<file path="config.mk">
export PLATFORM = sky130hd
export DESIGN_NAME = telegram_image
export DESIGN_NICKNAME = d
export VERILOG_FILES = /design/src/inc/telegram_image_pkg.sv /design/src/rtl/telegram_image.sv
export SDC_FILE = /design/constraint.sdc
export NUM_CORES = 1
export LEC_CHECK = 0
export ABC_AREA = 1
export BUFFER_PORTS_ARGS = -buffer_cell sky130_fd_sc_hd__clkbuf_2
export CORE_ASPECT_RATIO = 1.5
export CORE_MARGIN = 5
export CORE_UTILIZATION = 59
export CTS_CLUSTER_SIZE = 28
export DETAILED_ROUTE_END_ITERATION = 12
export PLACE_DENSITY = 0.79
export SETUP_SLACK_MARGIN = 0.4
export SLEW_MARGIN = 30
export SYNTH_ARGS = -nofsm -noshare
export SYNTH_HDL_FRONTEND = slang
export SYNTH_SLANG_ARGS = --single-unit
export TNS_END_PERCENT = 5
</file>
<file path="constraint.sdc">
create_clock -name clk_i -period 7.1 [get_ports clk_i]
set_input_delay 1.065 -clock clk_i [delete_from_list [all_inputs] [get_ports clk_i]]
set_output_delay 1.065 -clock clk_i [all_outputs]
set_load 0.01 [all_outputs]
</file>
<file path="src/inc/telegram_image_pkg.sv">
// Purpose: constants and carriers for the radio telegram process image
// Assumes: one clock, synchronous active-low reset
// Notes: register numbers are the 6-bit numbers carried in the control byte
// Behaviour
// - twelve bytes each way, byte 0 control/status
// - status bit 7 set acknowledges register access
// - status bit 6 zero, bits 5..0 register number
// - telegram data forced zero in register mode
// - control bit 0 toggle fetches next telegram
// - status bit 0 follows control bit 0 when copied
// - process mode: status bit 7 zero, 5..4 zero
// - status bit 6 flags checksum error of telegram
// - status bit 3 flags receive memory full
// - status bit 2 flags telegram waiting
// - status bit 1 flags telegram continuation
// - register 6 reads the status byte
// - register 7 read/write, commands not executed
// - register 8 fixed terminal type code
// - register 9 firmware version, two ASCII characters
// - register 16 hardware version never changes
// - register 29 fixed variant code
// - user writes ignored unless unlock word held
// - unlocked user writes go to RAM and nonvolatile
// - restart clears the unlock word
// - register 32 stored, no effect on behaviour
// - register 35 reads eleven, read-only
package telegram_image_pkg;

	localparam int DATA_BYTES = 11;

	localparam logic [5:0] REG_DIAG     = 6'h06;
	localparam logic [5:0] REG_COMMAND  = 6'h07;
	localparam logic [5:0] REG_TYPE     = 6'h08;
	localparam logic [5:0] REG_FIRMWARE = 6'h09;
	localparam logic [5:0] REG_MUX      = 6'h0A;
	localparam logic [5:0] REG_CHANNELS = 6'h0B;
	localparam logic [5:0] REG_MINLEN   = 6'h0C;
	localparam logic [5:0] REG_DATASTR  = 6'h0D;
	localparam logic [5:0] REG_ALIGN    = 6'h0F;
	localparam logic [5:0] REG_HWVER    = 6'h10;
	localparam logic [5:0] REG_VARIANT  = 6'h1D;
	localparam logic [5:0] REG_UNLOCK   = 6'h1F;
	localparam logic [5:0] REG_FEATURE  = 6'h20;
	localparam logic [5:0] REG_BYTECNT  = 6'h23;

	localparam logic [15:0] RST_COMMAND  = 16'h0000;
	localparam logic [15:0] VAL_MUX      = 16'h0230;
	localparam logic [15:0] VAL_CHANNELS = 16'h0160;
	localparam logic [15:0] VAL_MINLEN   = 16'h6060;
	localparam logic [15:0] VAL_DATASTR  = 16'h0002;
	localparam logic [15:0] RST_ALIGN    = 16'h7F80;
	localparam logic [15:0] RST_UNLOCK   = 16'h0000;
	localparam logic [15:0] VAL_BYTECNT  = 16'h000B;
	localparam logic [15:0] UNLOCK_WORD  = 16'h1235;

	localparam int CB_MODE   = 7;
	localparam int CB_WRITE  = 6;
	localparam int CB_TOGGLE = 0;

	// one entry of the receive memory: the bytes shown in the input image
	typedef struct packed {
		logic [8*DATA_BYTES-1:0] data;
		logic                    chk_err;
		logic                    cont;
	} telegram_chunk_t;

	// write toward nonvolatile storage
	typedef struct packed {
		logic [5:0]  regno;
		logic [15:0] value;
	} nv_write_t;

endpackage : telegram_image_pkg

</file>
<file path="src/rtl/telegram_image.sv">
// Purpose: process-image interface of a radio telegram terminal
// Assumes: control and output bytes synchronous to clk_i
// Notes: telegram memory is a small FIFO; controller handshakes by toggle
`timescale 1ns/1ns

module telegram_fifo #(
	parameter int WIDTH = 8,
	parameter int DEPTH = 8
) (
	// clock and reset
	input  wire logic             clk_i,
	input  wire logic             rst_n_i,
	// fill side
	input  wire logic [WIDTH-1:0] in_data_i,
	input  wire logic             in_valid_i,
	output logic                  in_ready_o,
	// drain side
	output logic      [WIDTH-1:0] out_data_o,
	output logic                  out_valid_o,
	input  wire logic             out_ready_i,
	// levels
	output logic                  full_o
);
	localparam int AW = $clog2(DEPTH);

	logic [WIDTH-1:0] mem_r [DEPTH];
	logic [AW-1:0]    wr_ptr_r;
	logic [AW-1:0]    rd_ptr_r;
	logic [AW:0]      count_r;
	logic             push;
	logic             pop;

	assign full_o      = (count_r == (AW+1)'(DEPTH));
	assign in_ready_o  = !full_o;
	assign out_valid_o = (count_r != '0);
	assign out_data_o  = mem_r[rd_ptr_r];
	assign push        = in_valid_i && in_ready_o;
	assign pop         = out_valid_o && out_ready_i;

	always_ff @(posedge clk_i) begin
		if (push) begin
			mem_r[wr_ptr_r] <= in_data_i;
		end
	end

	always_ff @(posedge clk_i) begin
		if (!rst_n_i) begin
			wr_ptr_r <= '0;
			rd_ptr_r <= '0;
			count_r  <= '0;
		end else begin
			if (push) begin
				wr_ptr_r <= (wr_ptr_r == AW'(DEPTH-1)) ? '0 : wr_ptr_r + 1'b1;
			end
			if (pop) begin
				rd_ptr_r <= (rd_ptr_r == AW'(DEPTH-1)) ? '0 : rd_ptr_r + 1'b1;
			end
			count_r <= count_r + (AW+1)'(push) - (AW+1)'(pop);
		end
	end

endmodule : telegram_fifo

module telegram_image #(
	parameter int          FIFO_DEPTH   = 8,
	parameter logic [15:0] TYPE_CODE    = 16'h0A0B, // arbitrary value
	parameter logic [15:0] FW_VERSION   = 16'h3130, // arbitrary value
	parameter logic [15:0] HW_VERSION   = 16'h0000, // arbitrary value
	parameter logic [15:0] VARIANT_CODE = 16'h0C0D  // arbitrary value
) (
	// clock and reset
	input  wire logic                                clk_i,
	input  wire logic                                rst_n_i,
	// output image from the controller
	input  wire logic [7:0]                          control_byte_i,
	input  wire logic [8*telegram_image_pkg::DATA_BYTES-1:0] out_data_i,
	// input image toward the controller
	output logic      [7:0]                          status_byte_o,
	output logic      [8*telegram_image_pkg::DATA_BYTES-1:0] in_data_o,
	// received telegram chunks from the radio side
	input  wire telegram_image_pkg::telegram_chunk_t chunk_i,
	input  wire logic                                chunk_valid_i,
	output logic                                     chunk_ready_o,
	// nonvolatile storage
	output logic                                     nv_wr_o,
	output telegram_image_pkg::nv_write_t            nv_wr_data_o,
	input  wire logic [15:0]                         nv_feature_i
);
	localparam int DW = 8 * telegram_image_pkg::DATA_BYTES;

	telegram_image_pkg::telegram_chunk_t fifo_out;
	telegram_image_pkg::telegram_chunk_t shown_r;
	logic            fifo_valid;
	logic            fifo_full;
	logic            ack_r;
	logic            reg_mode;
	logic            pop;
	logic [5:0]      regno;
	logic [7:0]      ctrl_last_r;
	logic            access_stb;
	logic            wr_stb;
	logic            user_wr;
	logic [15:0]     wdata;
	logic            unlocked;
	logic [15:0]     unlock_r;
	logic [15:0]     command_r;
	logic [15:0]     align_r;
	logic [15:0]     feature_r;
	logic            loaded_r;
	logic [15:0]     rd_val;
	logic [7:0]      pd_status;

	assign reg_mode = control_byte_i[telegram_image_pkg::CB_MODE];
	assign regno    = control_byte_i[5:0];
	assign wdata    = out_data_i[DW-1 -: 16];

	telegram_fifo #(
		.WIDTH ($bits(telegram_image_pkg::telegram_chunk_t)),
		.DEPTH (FIFO_DEPTH)
	) u_fifo (
		.clk_i       (clk_i),
		.rst_n_i     (rst_n_i),
		.in_data_i   (chunk_i),
		.in_valid_i  (chunk_valid_i),
		.in_ready_o  (chunk_ready_o),
		.out_data_o  (fifo_out),
		.out_valid_o (fifo_valid),
		.out_ready_i (pop),
		.full_o      (fifo_full)
	);

	// a toggle with an empty memory waits until a telegram arrives
	assign pop = !reg_mode && (control_byte_i[telegram_image_pkg::CB_TOGGLE] != ack_r) && fifo_valid;

	always_ff @(posedge clk_i) begin
		if (!rst_n_i) begin
			shown_r <= '0;
			ack_r   <= 1'b0;
		end else if (pop) begin
			shown_r <= fifo_out;
			ack_r   <= control_byte_i[telegram_image_pkg::CB_TOGGLE];
		end
	end

	// register accesses fire once per change of the control byte
	assign access_stb = reg_mode && (control_byte_i != ctrl_last_r);
	assign wr_stb     = access_stb && control_byte_i[telegram_image_pkg::CB_WRITE];
	assign unlocked   = (unlock_r == telegram_image_pkg::UNLOCK_WORD);
	assign user_wr    = wr_stb && unlocked && ((regno == telegram_image_pkg::REG_COMMAND) ||
		(regno == telegram_image_pkg::REG_ALIGN) || (regno == telegram_image_pkg::REG_FEATURE));

	always_ff @(posedge clk_i) begin
		if (!rst_n_i) begin
			ctrl_last_r <= 8'h00;
		end else begin
			ctrl_last_r <= control_byte_i;
		end
	end

	always_ff @(posedge clk_i) begin
		if (!rst_n_i) begin
			unlock_r <= telegram_image_pkg::RST_UNLOCK;
		end else if (wr_stb && regno == telegram_image_pkg::REG_UNLOCK) begin
			unlock_r <= wdata;
		end
	end

	// commands are stored only, nothing acts on them
	always_ff @(posedge clk_i) begin
		if (!rst_n_i) begin
			command_r <= telegram_image_pkg::RST_COMMAND;
			align_r   <= telegram_image_pkg::RST_ALIGN;
		end else if (user_wr) begin
			if (regno == telegram_image_pkg::REG_COMMAND) begin
				command_r <= wdata;
			end else if (regno == telegram_image_pkg::REG_ALIGN) begin
				align_r <= wdata;
			end
		end
	end

	// feature word is retained in storage: reloaded the cycle after reset release
	always_ff @(posedge clk_i) begin
		if (!rst_n_i) begin
			feature_r <= 16'h0000;
			loaded_r  <= 1'b0;
		end else if (!loaded_r) begin
			feature_r <= nv_feature_i;
			loaded_r  <= 1'b1;
		end else if (user_wr && regno == telegram_image_pkg::REG_FEATURE) begin
			feature_r <= wdata;
		end
	end

	always_ff @(posedge clk_i) begin
		if (!rst_n_i) begin
			nv_wr_o      <= 1'b0;
			nv_wr_data_o <= '0;
		end else begin
			nv_wr_o <= user_wr;
			if (user_wr) begin
				nv_wr_data_o <= '{regno: regno, value: wdata};
			end
		end
	end

	assign pd_status = {1'b0, shown_r.chk_err, 2'b00, fifo_full, fifo_valid, shown_r.cont, ack_r};

	always_comb begin
		rd_val = 16'h0000;
		if (regno == telegram_image_pkg::REG_DIAG) begin
			rd_val = {8'h00, pd_status};
		end else if (regno == telegram_image_pkg::REG_COMMAND) begin
			rd_val = command_r;
		end else if (regno == telegram_image_pkg::REG_TYPE) begin
			rd_val = TYPE_CODE;
		end else if (regno == telegram_image_pkg::REG_FIRMWARE) begin
			rd_val = FW_VERSION;
		end else if (regno == telegram_image_pkg::REG_MUX) begin
			rd_val = telegram_image_pkg::VAL_MUX;
		end else if (regno == telegram_image_pkg::REG_CHANNELS) begin
			rd_val = telegram_image_pkg::VAL_CHANNELS;
		end else if (regno == telegram_image_pkg::REG_MINLEN) begin
			rd_val = telegram_image_pkg::VAL_MINLEN;
		end else if (regno == telegram_image_pkg::REG_DATASTR) begin
			rd_val = telegram_image_pkg::VAL_DATASTR;
		end else if (regno == telegram_image_pkg::REG_ALIGN) begin
			rd_val = align_r;
		end else if (regno == telegram_image_pkg::REG_HWVER) begin
			rd_val = HW_VERSION;
		end else if (regno == telegram_image_pkg::REG_VARIANT) begin
			rd_val = VARIANT_CODE;
		end else if (regno == telegram_image_pkg::REG_UNLOCK) begin
			rd_val = unlock_r;
		end else if (regno == telegram_image_pkg::REG_FEATURE) begin
			rd_val = feature_r;
		end else if (regno == telegram_image_pkg::REG_BYTECNT) begin
			rd_val = telegram_image_pkg::VAL_BYTECNT;
		end
	end

	// input image: byte 0 status, bytes 1..11 data
	always_ff @(posedge clk_i) begin
		if (!rst_n_i) begin
			status_byte_o <= 8'h00;
			in_data_o     <= '0;
		end else if (reg_mode) begin
			status_byte_o <= {1'b1, 1'b0, regno};
			// telegram bytes are hidden; only a read answer shows, high byte first
			in_data_o <= control_byte_i[telegram_image_pkg::CB_WRITE] ? '0 : {rd_val, (DW-16)'(0)};
		end else begin
			status_byte_o <= pd_status;
			in_data_o     <= shown_r.data;
		end
	end

	property p_reg_ack;
		@(posedge clk_i) disable iff (!rst_n_i) reg_mode |=> status_byte_o[7];
	endproperty
	a_reg_ack: assert property (p_reg_ack) else $error("register ack missing");

	property p_reg_num;
		@(posedge clk_i) disable iff (!rst_n_i)
			reg_mode |=> status_byte_o[5:0] == $past(control_byte_i[5:0]) && !status_byte_o[6];
	endproperty
	a_reg_num: assert property (p_reg_num) else $error("register number not echoed");

	property p_pd_zero;
		@(posedge clk_i) disable iff (!rst_n_i) reg_mode |=> in_data_o[DW-17:0] == '0;
	endproperty
	a_pd_zero: assert property (p_pd_zero) else $error("data not zero in register mode");

	property p_ack_copy;
		@(posedge clk_i) disable iff (!rst_n_i)
			(pop ##1 !reg_mode) |=> status_byte_o[0] == $past(control_byte_i[0], 2)
				&& in_data_o == $past(fifo_out.data, 2);
	endproperty
	a_ack_copy: assert property (p_ack_copy) else $error("telegram ack wrong");

	property p_pd_mode;
		@(posedge clk_i) disable iff (!rst_n_i) !reg_mode |=> !status_byte_o[7] && status_byte_o[5:4] == 2'b00;
	endproperty
	a_pd_mode: assert property (p_pd_mode) else $error("process mode status bits wrong");

	property p_err;
		@(posedge clk_i) disable iff (!rst_n_i)
			!reg_mode |=> status_byte_o[6] == $past(shown_r.chk_err) && status_byte_o[1] == $past(shown_r.cont);
	endproperty
	a_err: assert property (p_err) else $error("error or continuation flag wrong");

	property p_full;
		@(posedge clk_i) disable iff (!rst_n_i) (!reg_mode && fifo_full) |=> status_byte_o[3] && status_byte_o[2];
	endproperty
	a_full: assert property (p_full) else $error("full flag missing");

	property p_wait;
		@(posedge clk_i) disable iff (!rst_n_i) !reg_mode |=> status_byte_o[2] == $past(fifo_valid);
	endproperty
	a_wait: assert property (p_wait) else $error("waiting flag wrong");

	property p_lock;
		@(posedge clk_i) disable iff (!rst_n_i)
			(loaded_r && wr_stb && !unlocked && regno == telegram_image_pkg::REG_FEATURE)
				|=> feature_r == $past(feature_r) && !nv_wr_o;
	endproperty
	a_lock: assert property (p_lock) else $error("locked write accepted");

	property p_count;
		@(posedge clk_i) disable iff (!rst_n_i)
			(reg_mode && !control_byte_i[6] && regno == telegram_image_pkg::REG_BYTECNT)
				|=> in_data_o[DW-1 -: 16] == telegram_image_pkg::VAL_BYTECNT;
	endproperty
	a_count: assert property (p_count) else $error("byte count read wrong");

	// a request against an empty memory must not move the acknowledge
	property p_ack_hold;
		@(posedge clk_i) disable iff (!rst_n_i)
			(!reg_mode && !pop) ##1 !reg_mode |=> $stable(status_byte_o[0]);
	endproperty
	a_ack_hold: assert property (p_ack_hold) else $error("acknowledge moved without a copy");

	property p_cont;
		@(posedge clk_i) disable iff (!rst_n_i)
			(pop ##1 !reg_mode) |=> status_byte_o[1] == $past(fifo_out.cont, 2);
	endproperty
	a_cont: assert property (p_cont) else $error("continuation flag wrong");

	property p_hw_fixed;
		@(posedge clk_i) disable iff (!rst_n_i)
			(reg_mode && !control_byte_i[6] && regno == telegram_image_pkg::REG_HWVER)
				|=> in_data_o[DW-1 -: 16] == HW_VERSION;
	endproperty
	a_hw_fixed: assert property (p_hw_fixed) else $error("hardware version changed");

	// storage sees every accepted user write exactly once, one cycle later
	property p_nv_pulse;
		@(posedge clk_i) disable iff (!rst_n_i)
			user_wr |=> nv_wr_o && nv_wr_data_o.regno == $past(regno) && nv_wr_data_o.value == $past(wdata);
	endproperty
	a_nv_pulse: assert property (p_nv_pulse) else $error("storage write missing");

endmodule : telegram_image

</file>
== Word level (Yosys, flattened, before mapping) ==
Memory sizes are Yosys's and may differ from the RTL's. A register that Yosys moved wholly into a read port is not among the register bits.
Cells that the tools add are included.

* Flip-flop bits (word level): 203
* RAM bits: 720
* Input port bits: 205
* Output and inout port bits: 120
* Word-level logic and storage cells: 89
* Memories: 1

* $add $sub $neg: 4
* Equal/unequal tests: 21
* Muxes and demuxes: 24
* Bitwise operators: 2
* Reduce and logical (&&, ||, !) cells: 20

{| class="wikitable"
|+ Memories
! memory !! depth !! width !! rd ports !! clocked after memory_dff !! wr ports !! RTL line !! text
|-
| u_fifo.mem_r || 8 || 90 || 1 || 1 || 1 || telegram_image.sv:26 || <nowiki>logic [WIDTH-1:0] mem_r [DEPTH];</nowiki>
|}

{| class="wikitable"
|+ Operators by type and width
! cell !! number
|-
| 16-bit two-way mux || 15
|-
| 88-bit two-way mux || 2
|-
| 6-bit by 4-bit == test with 1-bit output, second input constant || 7
|-
| 6-bit by 5-bit == test with 1-bit output, second input constant || 3
|-
| 16-bit by 13-bit == test with 1-bit output, second input constant || 1
|-
| 6-bit by 3-bit == test with 1-bit output, second input constant || 2
|-
| 6-bit == test, second input constant || 2
|-
| 1-bit logical AND || 10
|-
| 8-bit two-way mux || 1
|-
| 8-bit inequality test || 1
|-
| 3-bit by 1-bit adder with 3-bit output, second input constant || 2
|-
| 3-bit == test, second input constant || 2
|-
| 3-bit two-way mux || 2
|-
| 4-bit by 1-bit adder with 4-bit output || 1
|-
| 4-bit == test, second input constant || 1
|-
| 4-bit two-way mux || 1
|-
| 2-bit AND reduction || 2
|-
| 4-bit nonzero test || 1
|-
| 4-bit by 1-bit subtractor with 4-bit output || 1
|-
| 1-bit zero test || 3
|-
| 1-bit two-way mux || 3
|-
| 3-bit AND reduction || 1
|-
| 1-bit logical OR || 2
|-
| 2-bit by 1-bit inequality test with 1-bit output, second input constant || 1
|-
| other kinds (3) || 4
|}

== Depth between registers and ports, before layout ==
* Depth after elaboration: 17
* Mapped depth: 17
* Mapped depth without buffers: 15

== Cells and area by module ==
From an unflattened synthesis, not the netlist that was laid out.

* Cell total of the unflattened synthesis: 4551
* Area total of the unflattened synthesis: 42379.4 um2

{| class="wikitable"
|+ Modules (own cells, without submodules)
! module !! times used !! cells each !! area each (um2) !! sequential area each (um2)
|-
| telegram_fifo || 1 || 3209 || 32035.7 || 21881.0
|-
| telegram_image || 1 || 1342 || 10343.7 || 5645.4
|}

== Worst setup path after synthesis ==
OpenSTA, ideal clock, no wires.

* Kind: input port to flip-flop
* Start: input port chunk_valid_i
* End: memory u_fifo.mem_r[0][0] (netlist name), enable pin
* Setup time: 0.539 ns
* Arrival: 5.104 ns
* Required time: 6.561 ns
* Path slack: 1.457 ns
* Cell stages on the path: 4
* Buffers on the path: 0
* Cell sequence: nand2_1 -> inv_1 -> nand2_1 -> nor2_1

* Longest elaborated chain between the ends: 3

{| class="wikitable"
|+ Ends and longest elaborated chain
! item !! RTL line !! text
|-
| start, declared || telegram_image.sv:82 || <nowiki>input wire logic chunk_valid_i,</nowiki>
|-
| 1-bit logical AND || telegram_image.sv:37 || <nowiki>assign push = in_valid_i && in_ready_o;</nowiki>
|-
| via u_fifo.push || telegram_image.sv:30 || <nowiki>logic push;</nowiki>
|-
| 1-bit two-way mux || telegram_image.sv:41 || <nowiki>if (push) begin</nowiki>
|-
| 1-bit two-way mux (implied by the code) || telegram_image.sv:42 || <nowiki>mem_r[wr_ptr_r] <= in_data_i;</nowiki>
|-
| end, declared || telegram_image.sv:26 ||
|}

The timed path passes the listed nets, and every way through them passes these cells.

==> results.ini <==
[final_layout]
seq_area_sq_um=27500
multiInputGateArea_sq_um=9190
drive_above_1_share_pct=13.6
fin_nets=3733
utilization_pct=67.5
fin_cells=4471
nFillCells=4553
final_area_sq_um=43400
syn2layout_area_growth_pct=13.6

[die]
fp-row-count=114
die_w_um=218
fp.dieH_um=322
die_area_sq_um=70100
initial_core_util_pct=59.4
io_pins=325
core_region_area_sq_um=64300

[sta]
tightest_slew_ns=0.977
fin_skew_ns=0.0232
finalSetupTns_ns=0
max_slew_margin_pct=34.8
min_period_ns=3.95
fmax_mhz=253
whs_ns=0.421
worst_slack_ns=3.15
hold_viol=0
fin_crit_sh_pct=55.6
maxSlewViolCount=0
setup_viol=0
rsz0062_at_grt=false

[critical_path]
required_ns=7.65
critPathMaxFanout=53
worstSetupEndpointType=register
worstSetupPathType=in -> reg
start_kind=input pin
critical_path_buf_inv_count=5
crit_slowest_cell=clkinv_2
cpMostUsedCell=buf_4
critical-path-top-delay-family=buffers and inverters
crit_arrival_ns=4.50
crit_chain=buf_4 > clkinv_2 > nor2_1 > buf_4 > clkinv_2 > buf_4 > nor2_1
worst_path_largest_cell_delay_ns=0.79

[placement]
place_hpwl_um=51800
placed_cell_area_sq_um=40100
place_ws_ns=2.87
globalplace.congestion=0.908
dp.cells=4296
portBuffers=252

[power]
totalPowerFinal_mw=14.7
powerDensity_nw_per_um2=338
peakVddDrop_v=0.000231
leakage_nw=15.8

[global_route]
grt.overflow.total=0
grt_pass1_vias=25355
antenna_found_initial=13
grt_max_degree=176
grt_pass1_wl_um=144000
grt_usage_pct=26.6

[synth]
yosysTopAreaCell=edfxtp_1
avgSynthCellArea_sq_um=11.4
yosys.area.top_type_share_pct=56.6
synth_top_flop_cell=edfxtp_1
synth_nets=3573
yosysSeqAreaShare_pct=71.8
yosysWarningCount=0
synthDistinctLibCells=43
netlist_instances=3357
synthArstFlopShare_pct=0
synth_seq_cells=1012
synth_edf_count=720
synth_area_leaders=edfxtp_1, dfxtp_1, o21ai_0
synthesis.area_sq_um=38200

[route]
wl_um=95300
ant_nets=0
wl_per_cell_um=21.3
drt_iter0_drc=2998
drcViolationCount=0
via_per_inst=5.91
via_count=26427
dr.pass1.iters=5

[cts]
clkTransAtPathRegs_ns=0.07
cts-resized-gates=0
cts.sinks=1012
cts_made_buffers=89
cts_buffer_depth=3
cts_tree=built
htreeDepth=3
cts-root-buf=clkbuf_16
postCtsHoldBufs=0
cts_setup_buffers=0
clkLatencyLatePin_ns=0.65

[run_status]
status=completed

[run]
cap_violations=0

[worst_hold_path]
min_path_type=reg -> reg

## final timing paths
check / start / to / slack [ns] / cells past startpoint
min reg2reg: shown_r[15] / in_data_o[13] / 0.42 / 2
max: rst_n_i / in_data_o[3] / 3.15 / 7
min: shown_r[15] / in_data_o[13] / 0.42 / 2
max reg2reg: u_fifo.count_r[2] / u_fifo.mem_r[0][19] / 3.74 / 8
## cell usage after synthesis, drive strengths merged (8+ instances only)
cell / instances
edfxtp: 720
nor2: 558
o21ai: 493
nand2: 398
dfxtp: 292
inv: 197
o22ai: 183
clkbuf: 179
a31oi: 90
nand3: 68
a21oi: 58
buf: 41
nand4: 21
mux2: 11
ha: 10
o21bai: 8
## worst register-to-register path, cell delays in order (launching register included)
cell and delay [ns]:
dfxtp_1 0.31, inv_1 0.07, ha_1 0.19, nand3_1 0.25, nand2_1 0.21, inv_1 0.13
nand2_1 0.23, nor2_4 0.79, buf_4 0.74
## sequential cells by signal, summed over array words and instances, names as in the netlist, 2 cells and up
signal	count
align_r	16
command_r	16
ctrl_last_r	8
feature_r	16
in_data_o	88
nv_wr_data_o	22
pd_status	2
shown_r	88
status_byte_o	7
u_fifo.count_r	4
u_fifo.mem_r	720
u_fifo.rd_ptr_r	3
u_fifo.wr_ptr_r	3
unlock_r	16
## kinds of logic (layout without fill, tap and decap cells)
family | after synthesis | in the layout | share of synthesized area (%)
adder cells (fa/ha/maj) | 11 | 11 | 0.380
multiplexers | 11 | 11 | 0.324
buffers and inverters | 420 | 655 | 4.26
XOR/XNOR | 6 | 6 | 0.137
AND/OR/NAND/NOR | 1051 | 1051 | 10.9
other | 0 | 9 | 0
AO/OA/AOI/OAI | 846 | 846 | 12.2
flip-flops | 1012 | 1012 | 71.8
## layout by cell type, fill, tap and decap left out, types with 20 or more instances in the layout
| cell type | instances |
|---|---|
| edfxtp_1 | 720 |
| clkbuf_2 | 251 |
| a21oi_1 | 57 |
| nand3_1 | 66 |
| o22ai_1 | 183 |
| o21ai_0 | 480 |
| inv_1 | 188 |
| dfxtp_1 | 289 |
| nand2_1 | 396 |
| nor2_1 | 546 |
| clkbuf_16 | 94 |
| nand4_1 | 20 |
| buf_4 | 31 |
| a31oi_1 | 90 |
## area by class of cell
cell class | count | share of cell area, %
Tap cell | 870 | 2.51
Clock inverter | 51 | 1.58
Antenna cell | 9 | 0.0519
Timing Repair Buffer | 289 | 3.71
Clock buffer | 115 | 5.90
Inverter | 200 | 1.79
Multi-Input combinational cell | 1925 | 21.2
Sequential cell | 1012 | 63.3
## per-layer routing
metal	routed length, um	vias up	share of wire [%]	track usage [%]
met5	41	-	0.043	0
met4	3970	6	4.2	12.4
met3	7610	229	8.0	4.84
met2	47100	1231	49	45.0
met1	36600	12837	38	33.5
li1	-	12124	-	-
## power by group
group / internal (mW) / switching (mW)
Sequential: 6.82 / 0.226
Combinational: 0.675 / 1.69
Clock: 3.11 / 2.13
Total: 10.6 / 4.05
No activity file was read; power rests on OpenSTA's default activity.
